[src/pmr_pkg.sv]
/*
  Shared constants and types of the power monitor result register block:
  register pointers, configuration field layout, reset values, conversion
  timing and averaging tables, and the fixed scaling between results.
  Assumes a 100 MHz device clock; nothing else is needed from outside.
*/
package pmr_pkg;

  // Register pointers.
  localparam logic [7:0] ADDR_CONFIG  = 8'h00;
  localparam logic [7:0] ADDR_SHUNT   = 8'h01;
  localparam logic [7:0] ADDR_BUS     = 8'h02;
  localparam logic [7:0] ADDR_POWER   = 8'h03;
  localparam logic [7:0] ADDR_CURRENT = 8'h04;
  localparam logic [7:0] ADDR_CAL     = 8'h05;

  // Configuration field positions.
  localparam int CFG_RST_BIT   = 15;
  localparam int CFG_AVG_LSB   = 9;
  localparam int CFG_BUSCT_LSB = 6;
  localparam int CFG_SHCT_LSB  = 3;
  localparam int CFG_MODE_LSB  = 0;
  localparam int CFG_FIELD_W   = 3;

  // Reset values and masks.
  localparam logic [15:0] CFG_RESET    = 16'h4127;
  localparam logic [15:0] CFG_WR_MASK  = 16'h0FFF;
  localparam logic [15:0] CFG_RO_BITS  = 16'h4000;
  localparam logic [15:0] CAL_RESET    = 16'h0000;
  localparam logic [15:0] CAL_MASK     = 16'h7FFF;
  localparam logic [15:0] RESULT_RESET = 16'h0000;
  localparam logic [15:0] RDATA_NONE   = 16'h0000;

  // Conversion timing.
  localparam int CLK_PERIOD_NS = 10;
  localparam int CONV_TIME_NS [8] = '{140000, 204000, 332000, 588000,
                                      1100000, 2116000, 4156000, 8244000};
  localparam int CONV_CYC_DFLT [8] = '{
    CONV_TIME_NS[0] / CLK_PERIOD_NS, CONV_TIME_NS[1] / CLK_PERIOD_NS,
    CONV_TIME_NS[2] / CLK_PERIOD_NS, CONV_TIME_NS[3] / CLK_PERIOD_NS,
    CONV_TIME_NS[4] / CLK_PERIOD_NS, CONV_TIME_NS[5] / CLK_PERIOD_NS,
    CONV_TIME_NS[6] / CLK_PERIOD_NS, CONV_TIME_NS[7] / CLK_PERIOD_NS};
  localparam int TIMER_W = 20;

  // Averaging: sample counts are powers of two, held as shift amounts.
  localparam int AVG_SHIFT [8] = '{0, 2, 4, 6, 7, 8, 9, 10};
  localparam int AVG_CNT_W     = 11;
  localparam int SHUNT_ACC_W   = 26;
  localparam int BUS_ACC_W     = 25;

  // Scaling between results.
  localparam int CUR_SHIFT_DFLT = 11;
  localparam int BUS_LSB_UV     = 1250;
  localparam int POWER_RATIO    = 25;
  localparam int POWER_DIV      = POWER_RATIO * 1000000 / BUS_LSB_UV;

  typedef enum logic [1:0] {ST_IDLE, ST_SHUNT, ST_BUS} pmr_state_t;

endpackage

[src/pmr_result_regs.sv]
/*
  Configuration, conversion sequencing, averaging and result registers of
  a shunt current, bus voltage and power monitor.
  Assumes the serial port logic presents register reads and writes as
  one-cycle strobes on ref_clk, and that the converter front end presents
  a settled sample on the same clock when a take strobe is issued.
*/
// Behaviour
// - Shunt conversion time field at bits 5:3 selects 140 us to 8.244 ms.
// - Mode field bits 2:0 resets to continuous shunt and bus measurement.
// - Mode 000/100 power-down; low bits pick inputs; top bit continuous.
// - Shunt result at pointer 01h, signed two's complement, read-only.
// - Shunt count weighs 2.5 uV; 7FFF is 81.9175 mV full scale.
// - Averaged values, not single samples, appear in all results.
// - Bus result at pointer 02h, unsigned, bit 15 always reads zero.
// - Bus count weighs 1.25 mV; 7FFF is 40.95875 V full scale.
// - Power result at pointer 03h; one count is 25 current counts.
// - Power is current magnitude times bus result with fixed weighting.
// - Current result at pointer 04h is shunt result times calibration.
// - Calibration at pointer 05h is read/write and sets result weights.
// - Calibration resets to zero so current and power read zero.
// - Configuration write halts conversion, then restarts with new values.
// - Averaging field bits 11:9 selects 1 to 1024 samples.
`timescale 1ns/100ps
module pmr_result_regs #(
  parameter int CONV_CYC [8] = pmr_pkg::CONV_CYC_DFLT,
  parameter int CUR_SHIFT    = pmr_pkg::CUR_SHIFT_DFLT
) (
  // Clock and reset
  input  wire logic        ref_clk,
  input  wire logic        resetn,
  // Register access from the serial port logic
  input  wire logic [7:0]  reg_addr,
  input  wire logic        reg_wr,
  input  wire logic [15:0] reg_wdata,
  input  wire logic        reg_rd,
  output logic      [15:0] reg_rdata,
  // Converter front end
  input  wire logic [15:0] shunt_sample,
  input  wire logic [14:0] bus_sample,
  output logic             shunt_take,
  output logic             bus_take,
  // Status
  output logic             results_update,
  output logic             conv_busy
);

  logic [15:0]                      config_reg;
  logic [15:0]                      scaling_calibration_reg;
  logic [15:0]                      shunt_voltage_result_reg;
  logic [15:0]                      bus_voltage_result_reg;
  logic [15:0]                      current_result;
  logic [15:0]                      power_result;
  logic                             soft_rst_reg;
  logic                             restart_reg;
  logic                             calc_go_reg;
  pmr_pkg::pmr_state_t              state_reg;
  pmr_pkg::pmr_state_t              first_state;
  logic [pmr_pkg::TIMER_W-1:0]      timer_reg;
  logic [pmr_pkg::TIMER_W-1:0]      first_timer;
  logic [pmr_pkg::TIMER_W-1:0]      sh_cycles;
  logic [pmr_pkg::TIMER_W-1:0]      bus_cycles;
  logic [pmr_pkg::AVG_CNT_W-1:0]    set_cnt_reg;
  logic [pmr_pkg::AVG_CNT_W-1:0]    avg_last;
  logic [3:0]                       avg_sh;
  logic [pmr_pkg::SHUNT_ACC_W-1:0]  shunt_acc_reg;
  logic [pmr_pkg::SHUNT_ACC_W-1:0]  shunt_sum;
  logic [pmr_pkg::BUS_ACC_W-1:0]    bus_acc_reg;
  logic [pmr_pkg::BUS_ACC_W-1:0]    bus_sum;
  logic [2:0]                       op_mode;
  logic [2:0]                       shunt_conv_time;
  logic [2:0]                       rail_conv_time;
  logic [2:0]                       sample_average_count;
  logic                             op_select_hi;
  logic                             op_select_mid;
  logic                             op_select_lo;
  logic                             cfg_write;
  logic                             cal_write;
  logic                             halt;
  logic                             timer_done;
  logic                             seq_end;
  logic                             last_set;

  // Converts an averaging code into its shift amount.
  function automatic logic [3:0] avg_shift(input logic [2:0] code);
    avg_shift = 4'(pmr_pkg::AVG_SHIFT[code]);
  endfunction

  // Converts a conversion time code into a timer load value.
  function automatic logic [pmr_pkg::TIMER_W-1:0] conv_load(
    input logic [2:0] code
  );
    conv_load = pmr_pkg::TIMER_W'(CONV_CYC[code] - 1);
  endfunction

  // Configuration field decode.
  always_comb begin
    shunt_conv_time      = config_reg[pmr_pkg::CFG_SHCT_LSB +: 3];
    rail_conv_time       = config_reg[pmr_pkg::CFG_BUSCT_LSB +: 3];
    sample_average_count = config_reg[pmr_pkg::CFG_AVG_LSB +: 3];
    op_mode              = config_reg[pmr_pkg::CFG_MODE_LSB +: 3];
    op_select_hi         = op_mode[2];
    op_select_mid        = op_mode[1];
    op_select_lo         = op_mode[0];
  end

  assign cfg_write = reg_wr && (reg_addr == pmr_pkg::ADDR_CONFIG);
  assign cal_write = reg_wr && (reg_addr == pmr_pkg::ADDR_CAL);

  // Configuration register; bit 15 requests a full soft reset.
  always_ff @(posedge ref_clk or negedge resetn) begin
    if (!resetn) begin
      config_reg   <= pmr_pkg::CFG_RESET;
      soft_rst_reg <= 1'b0;
    end else if (soft_rst_reg) begin
      config_reg   <= pmr_pkg::CFG_RESET;
      soft_rst_reg <= 1'b0;
    end else begin
      soft_rst_reg <= cfg_write && reg_wdata[pmr_pkg::CFG_RST_BIT];
      if (cfg_write) begin
        config_reg <= (reg_wdata & pmr_pkg::CFG_WR_MASK) |
                      pmr_pkg::CFG_RO_BITS;
      end
    end
  end

  // Calibration register; its top bit never stores.
  always_ff @(posedge ref_clk or negedge resetn) begin
    if (!resetn) begin
      scaling_calibration_reg <= pmr_pkg::CAL_RESET;
    end else if (soft_rst_reg) begin
      scaling_calibration_reg <= pmr_pkg::CAL_RESET;
    end else if (cal_write) begin
      scaling_calibration_reg <= reg_wdata & pmr_pkg::CAL_MASK;
    end
  end

  // A configuration write stops the sequence; the next cycle restarts it.
  always_ff @(posedge ref_clk or negedge resetn) begin
    if (!resetn) begin
      restart_reg <= 1'b1;
    end else begin
      restart_reg <= cfg_write || soft_rst_reg;
    end
  end

  assign halt = cfg_write || soft_rst_reg;

  // Entry point of a measurement set for the current mode.
  always_comb begin
    sh_cycles  = conv_load(shunt_conv_time);
    bus_cycles = conv_load(rail_conv_time);
    if (op_select_lo) begin
      first_state = pmr_pkg::ST_SHUNT;
      first_timer = sh_cycles;
    end else if (op_select_mid) begin
      first_state = pmr_pkg::ST_BUS;
      first_timer = bus_cycles;
    end else begin
      first_state = pmr_pkg::ST_IDLE;
      first_timer = '0;
    end
  end

  assign avg_sh     = avg_shift(sample_average_count);
  assign avg_last   = pmr_pkg::AVG_CNT_W'((1 << avg_sh) - 1);
  assign timer_done = (timer_reg == '0);
  assign shunt_take = (state_reg == pmr_pkg::ST_SHUNT) && timer_done &&
                      !halt && !restart_reg;
  assign bus_take   = (state_reg == pmr_pkg::ST_BUS) && timer_done &&
                      !halt && !restart_reg;
  assign seq_end    = bus_take || (shunt_take && !op_select_mid);
  assign last_set   = seq_end && (set_cnt_reg == avg_last);
  assign conv_busy  = (state_reg != pmr_pkg::ST_IDLE);

  // Conversion sequencer.
  always_ff @(posedge ref_clk or negedge resetn) begin
    if (!resetn) begin
      state_reg   <= pmr_pkg::ST_IDLE;
      timer_reg   <= '0;
      set_cnt_reg <= '0;
    end else if (halt) begin
      state_reg   <= pmr_pkg::ST_IDLE;
      timer_reg   <= '0;
      set_cnt_reg <= '0;
    end else if (restart_reg) begin
      state_reg   <= first_state;
      timer_reg   <= first_timer;
      set_cnt_reg <= '0;
    end else begin
      case (state_reg)
        pmr_pkg::ST_SHUNT: begin
          if (!timer_done) begin
            timer_reg <= timer_reg - 1'b1;
          end else if (op_select_mid) begin
            state_reg <= pmr_pkg::ST_BUS;
            timer_reg <= bus_cycles;
          end
        end
        pmr_pkg::ST_BUS: begin
          if (!timer_done) begin
            timer_reg <= timer_reg - 1'b1;
          end
        end
        default: begin
          timer_reg <= '0;
        end
      endcase
      if (seq_end) begin
        if (!last_set) begin
          set_cnt_reg <= set_cnt_reg + 1'b1;
          state_reg   <= first_state;
          timer_reg   <= first_timer;
        end else if (op_select_hi) begin
          set_cnt_reg <= '0;
          state_reg   <= first_state;
          timer_reg   <= first_timer;
        end else begin
          set_cnt_reg <= '0;
          state_reg   <= pmr_pkg::ST_IDLE;
          timer_reg   <= '0;
        end
      end
    end
  end

  // Running sums including a sample being taken this cycle.
  always_comb begin
    shunt_sum = shunt_acc_reg;
    bus_sum   = bus_acc_reg;
    if (shunt_take) begin
      shunt_sum = shunt_acc_reg +
        {{(pmr_pkg::SHUNT_ACC_W - 16){shunt_sample[15]}}, shunt_sample};
    end
    if (bus_take) begin
      bus_sum = bus_acc_reg +
        {{(pmr_pkg::BUS_ACC_W - 15){1'b0}}, bus_sample};
    end
  end

  // Sample accumulators, cleared at each restart and after each average.
  always_ff @(posedge ref_clk or negedge resetn) begin
    if (!resetn) begin
      shunt_acc_reg <= '0;
      bus_acc_reg   <= '0;
    end else if (halt || restart_reg || last_set) begin
      shunt_acc_reg <= '0;
      bus_acc_reg   <= '0;
    end else begin
      shunt_acc_reg <= shunt_sum;
      bus_acc_reg   <= bus_sum;
    end
  end

  // Measurement results, written once per completed average.
  always_ff @(posedge ref_clk or negedge resetn) begin
    if (!resetn) begin
      shunt_voltage_result_reg <= pmr_pkg::RESULT_RESET;
      bus_voltage_result_reg   <= pmr_pkg::RESULT_RESET;
      calc_go_reg              <= 1'b0;
    end else if (soft_rst_reg) begin
      shunt_voltage_result_reg <= pmr_pkg::RESULT_RESET;
      bus_voltage_result_reg   <= pmr_pkg::RESULT_RESET;
      calc_go_reg              <= 1'b0;
    end else begin
      calc_go_reg <= last_set;
      if (last_set && op_select_lo) begin
        // Signed average keeps the 2.5 uV weight per count.
        shunt_voltage_result_reg <=
          16'($signed(shunt_sum) >>> avg_sh);
      end
      if (last_set && op_select_mid) begin
        // Unsigned average keeps the 1.25 mV weight per count.
        bus_voltage_result_reg <=
          {1'b0, 15'(bus_sum >> avg_sh)};
      end
    end
  end

  assign results_update = calc_go_reg;

  pmr_result_math #(
    .CUR_SHIFT (CUR_SHIFT)
  ) u_math (
    .ref_clk   (ref_clk),
    .resetn    (resetn),
    .soft_clr  (soft_rst_reg),
    .calc_go   (calc_go_reg),
    .shunt_avg (shunt_voltage_result_reg),
    .bus_avg   (bus_voltage_result_reg[14:0]),
    .cal_val   (scaling_calibration_reg[14:0]),
    .current_q (current_result),
    .power_q   (power_result)
  );

  // Read data, registered one cycle after the read strobe.
  always_ff @(posedge ref_clk or negedge resetn) begin
    if (!resetn) begin
      reg_rdata <= pmr_pkg::RDATA_NONE;
    end else if (reg_rd) begin
      if (reg_addr == pmr_pkg::ADDR_CONFIG) begin
        reg_rdata <= config_reg;
      end else if (reg_addr == pmr_pkg::ADDR_SHUNT) begin
        reg_rdata <= shunt_voltage_result_reg;
      end else if (reg_addr == pmr_pkg::ADDR_BUS) begin
        reg_rdata <= bus_voltage_result_reg;
      end else if (reg_addr == pmr_pkg::ADDR_POWER) begin
        reg_rdata <= power_result;
      end else if (reg_addr == pmr_pkg::ADDR_CURRENT) begin
        reg_rdata <= current_result;
      end else if (reg_addr == pmr_pkg::ADDR_CAL) begin
        reg_rdata <= scaling_calibration_reg;
      end else begin
        reg_rdata <= pmr_pkg::RDATA_NONE;
      end
    end
  end

endmodule

[src/pmr_result_math.sv]
/*
  Derived results: current from the shunt result and calibration value,
  and power from current and bus voltage. Both are captured on calc_go.
  Assumes its inputs hold steady in the cycle calc_go is high.
*/
`timescale 1ns/100ps
module pmr_result_math #(
  parameter int CUR_SHIFT = pmr_pkg::CUR_SHIFT_DFLT
) (
  // Clock and reset
  input  wire logic        ref_clk,
  input  wire logic        resetn,
  input  wire logic        soft_clr,
  // Operands
  input  wire logic        calc_go,
  input  wire logic [15:0] shunt_avg,
  input  wire logic [14:0] bus_avg,
  input  wire logic [14:0] cal_val,
  // Results
  output logic      [15:0] current_q,
  output logic      [15:0] power_q
);

  logic signed [31:0] cur_full;
  logic signed [31:0] cur_scaled;
  logic        [15:0] cur_sat;
  logic        [16:0] cur_mag;
  logic        [31:0] pw_full;
  logic        [31:0] pw_div;
  logic        [15:0] pw_sat;

  // The signed shunt code times the calibration value gives current.
  always_comb begin
    cur_full   = $signed(shunt_avg) * $signed({1'b0, cal_val});
    cur_scaled = cur_full >>> CUR_SHIFT;
    if (cur_scaled > 32'sd32767) begin
      cur_sat = 16'h7FFF;
    end else if (cur_scaled < -32'sd32768) begin
      cur_sat = 16'h8000;
    end else begin
      cur_sat = cur_scaled[15:0];
    end
  end

  // Power uses the current magnitude, one count being 25 current counts.
  always_comb begin
    cur_mag = cur_sat[15] ? 17'(~{1'b1, cur_sat} + 17'h00001)
                          : {1'b0, cur_sat};
    pw_full = 32'(cur_mag * bus_avg);
    pw_div  = pw_full / 32'(pmr_pkg::POWER_DIV);
    pw_sat  = (pw_div > 32'h0000FFFF) ? 16'hFFFF : pw_div[15:0];
  end

  always_ff @(posedge ref_clk or negedge resetn) begin
    if (!resetn) begin
      current_q <= pmr_pkg::RESULT_RESET;
      power_q   <= pmr_pkg::RESULT_RESET;
    end else if (soft_clr) begin
      current_q <= pmr_pkg::RESULT_RESET;
      power_q   <= pmr_pkg::RESULT_RESET;
    end else if (calc_go) begin
      current_q <= cur_sat;
      power_q   <= pw_sat;
    end
  end

endmodule

[config.mk]
export PLATFORM = sky130hd
export DESIGN_NAME = pmr_result_regs
export DESIGN_NICKNAME = d
export VERILOG_FILES = /design/src/pmr_pkg.sv /design/src/pmr_result_regs.sv /design/src/pmr_result_math.sv
export SDC_FILE = /design/constraint.sdc
export NUM_CORES = 2
export LEC_CHECK = 0
export BUFFER_PORTS_ARGS = -buffer_cell sky130_fd_sc_hd__buf_4
export CAP_MARGIN = 10
export CORE_MARGIN = 4
export CORE_UTILIZATION = 35
export CTS_CLUSTER_DIAMETER = 150
export DETAILED_ROUTE_END_ITERATION = 6
export HOLD_SLACK_MARGIN = 0.05
export PLACE_DENSITY = 0.48
export SETUP_SLACK_MARGIN = 0.2
export SLEW_MARGIN = 25
export SYNTH_ARGS = -nofsm -noshare
export SYNTH_HDL_FRONTEND = slang
export SYNTH_SLANG_ARGS = --single-unit
[constraint.sdc]
create_clock -name ref_clk -period 29.8 [get_ports ref_clk]
set_input_delay 2.98 -clock ref_clk [delete_from_list [all_inputs] [get_ports ref_clk]]
set_output_delay 2.98 -clock ref_clk [all_outputs]
set_load 0.1 [all_outputs]
==> reports/results.ini <==
[status]
outcome=finished, violations left
violations=setup timing

[layout]
final_nets=5868
drive_gt1_share_pct=25.4
area_delta_synth_final_pct=26.3
largest_reg_flops=26

[min_path]
hold_path_class=reg -> reg
min_path_cells=1
holdPathEnd=reg_rdata[12]$_DFFE_PN0P_
hold_path.startpoint=reg_rdata[12]$_DFFE_PN0P_

[global_route]
antenna_found_initial=3
grt_usage_pct=21.1
grt_max_degree=79
overflow=0
grt_pass1_wl_mm=192
grt_pass1_vias=34500

[setup_path]
critical_path.slowest_cell=fa_2
required_ns=30.14
cp.arrival_ns=30.34
slowest_delay_ns=0.60
crit_path_frequent_cell=buf_4
rrSetupSlack_ns=-0.20
path_class=reg -> reg
worstSetupStartpointType=flip-flop
critPathCaptureType=flip-flop
r2r-end=u_math.power_q[0]$_DFFE_PN0P_
crit_fanout=8
r2r_cells=150
worstReg2RegStart=shunt_voltage_result_reg[4]$_DFFE_PN0P_

[synth]
synthTopCellsByCount=600 x inv_1, 469 x nand2_1, 440 x fa_1
synth_top_area_share_pct=23.6
yosys.area.top_type=fa_1
ys_seq_area_share_pct=13.0
ys_warn_count=0
postSynthAreaPerCell_sq_um=8.35
synth_cell_types=150
synth.area.top_cells=fa_1 24%, dfrtp_1 13%, ha_1 8.0%
async_flop_share_pct=100
synth_most_common_cell=inv_1
ys_ff_latch=193
synth_edf_count=0
synth_area_sq_mm=0.0373
postSynthCellCount=4461
synthFlopType=dfrtp_1

[timing]
period_share_pct=101
setup_viol=1
slew_headroom_pct=32.4
max_freq_mhz=33.3
rsz0062_at_grt=yes
hold_slack_ns=0.525
worst_slack_ns=-0.203
timing.final.hold_violations=0
slew_viol_final=0
worstMarginPinSlew_ns=1.01
period_minus_slack_ns=30.00
finalClockSkew_ns=0.0205

[drt]
first_pass_iters=5
antenna_left=0
wl_mm=117
vias_per_cell=5.13
drcViolationCount=0
drt-initial-drc-count=1815
vias=33500
route.detailed.wl_per_inst_microns=18.0

[clock_tree]
cts_max_level=4
cts_tree=done
insertion_delay_ns=0.47
cts_hold_buf=0
cts.path.max_buffers=2
cts_buffers=17
clockRootBuffer=clkbuf_16
clk_pin_slew_ns=0.08
clock-sinks=193

[floorplanning]
rows=119
fp.dieH_microns=334
die_w_microns=334
ios=79
dieArea_sq_mm=0.112
coreArea_sq_mm=0.106
start_util_pct=35.3

[placement]
dpl.hpwl_mm=94.9
gp_congestion=0.878
port_buffers=78

[run]
maxCapViolations=0

==> what timing repair did <==
item                       in CTS  in global routing
buffers inserted               53                 69
pin swaps                      63                184
cloned                          1                  2
gates resized for setup       111                239
setup endpoints to repair       2                  4
==> routing by layer <==
metal	routed length, microns	up-vias	share of wire [%]	GRT usage [%]
met2	57100	527	49	36.4
met3	3840	123	3.3	2.12
met1	53300	16600	45	28.5
li1	-	16200	-	-
met5	13	-	0.011	0
met4	3180	2	2.7	5.56
==> placed cells by master, fill, tap and decap left out, types with 35 or more instances in the layout <==
cell      Yosys  final
o22ai_1      38     37
inv_1       600    581
and2_1      294    276
a31oi_1      39     35
buf_6        11     36
o21ai_0     121    107
ha_1        237    216
xor2_1       55     49
a21o_1       37     37
buf_4        11    799
a21oi_1     272    233
nor3_1       49     38
nand2_1     469    462
xnor2_1     149    138
a211oi_1     53     42
fa_1        440    435
mux2i_1     116    108
nand3_1      65     61
nor2_1      344    322
a21oi_2      10     37
dfrtp_1     187    174
==> cell families after synthesis <==
logic type | count (synthesis) | synth area share [%]
other | 2 | 0.0202
adders and majority gates | 681 | 31.7
buffers and inverters | 806 | 8.53
muxes | 143 | 3.97
xor gates and xnor gates | 215 | 5.37
and+or+nand+nor | 1476 | 19.5
AOI/OAI and AO/OA | 945 | 17.9
DFF | 193 | 13.0
==> worst max-delay path by stage <==
stage	startpoint	end	cells past startpoint
floorplan	scaling_calibration_reg[5]$_DFFE_PN0P_	u_math.power_q[0]$_DFFE_PN0P_	137
global placement	shunt_voltage_result_reg[6]$_DFFE_PN0P_	u_math.power_q[0]$_DFFE_PN0P_	144
detailed placement	shunt_voltage_result_reg[6]$_DFFE_PN0P_	u_math.power_q[0]$_DFFE_PN0P_	145
CTS	shunt_voltage_result_reg[2]$_DFFE_PN0P_	u_math.power_q[0]$_DFFE_PN0P_	145
global route	shunt_voltage_result_reg[3]$_DFFE_PN0P_	u_math.power_q[0]$_DFFE_PN0P_	149
finish	shunt_voltage_result_reg[4]$_DFFE_PN0P_	u_math.power_q[0]$_DFFE_PN0P_	150
==> per-stage QoR <==
| stage | setup TNS [ns] | setup slack [ns] | instance area (sq um) | util (%) | instances |
|---|---|---|---|---|---|
| final | -0.203 | -0.203 | 47100 | 44.6 | 6537 |
| after global routing | -3.22 | -1.61 | 47100 | 44.6 | 6536 |
| after CTS | -0.207 | -0.207 | 45500 | 43.1 | 6465 |
| after detailed placement | -1.26 | -0.771 | 44000 | 41.6 | 6379 |
| after global placement | -0.698 | -0.486 | 44000 | 41.6 | 6379 |
| after floorplan | 0 | 0.212 | 37700 | - | 4475 |
==> cell type report <==
type | count | area, sq um
timing repair buffer | 842 | 6530
inverter | 602 | 2260
multi-input combinational | 3476 | 31100
antenna | 1 | 2.50
clock inverter | 14 | 148
clock buffer | 18 | 429
sequential | 193 | 4850
fill | 10500 | 58500
tap | 1391 | 1740
==> critical path, delay by kind of cell, from the launching register on <==
| kind | cells | cell delay, ns |
|---|---|---|
| buf+inv | 53 | 5.23 |
| compound gates | 53 | 10.93 |
| xor+xnor | 3 | 0.54 |
| simple gates | 22 | 4.46 |
| fa+ha+maj | 15 | 6.86 |
| flops | 1 | 0.47 |
| mux | 4 | 1.26 |
Power is not shown: default switching activity piles up to over one toggle a cycle in this logic, so the estimate is an artifact.
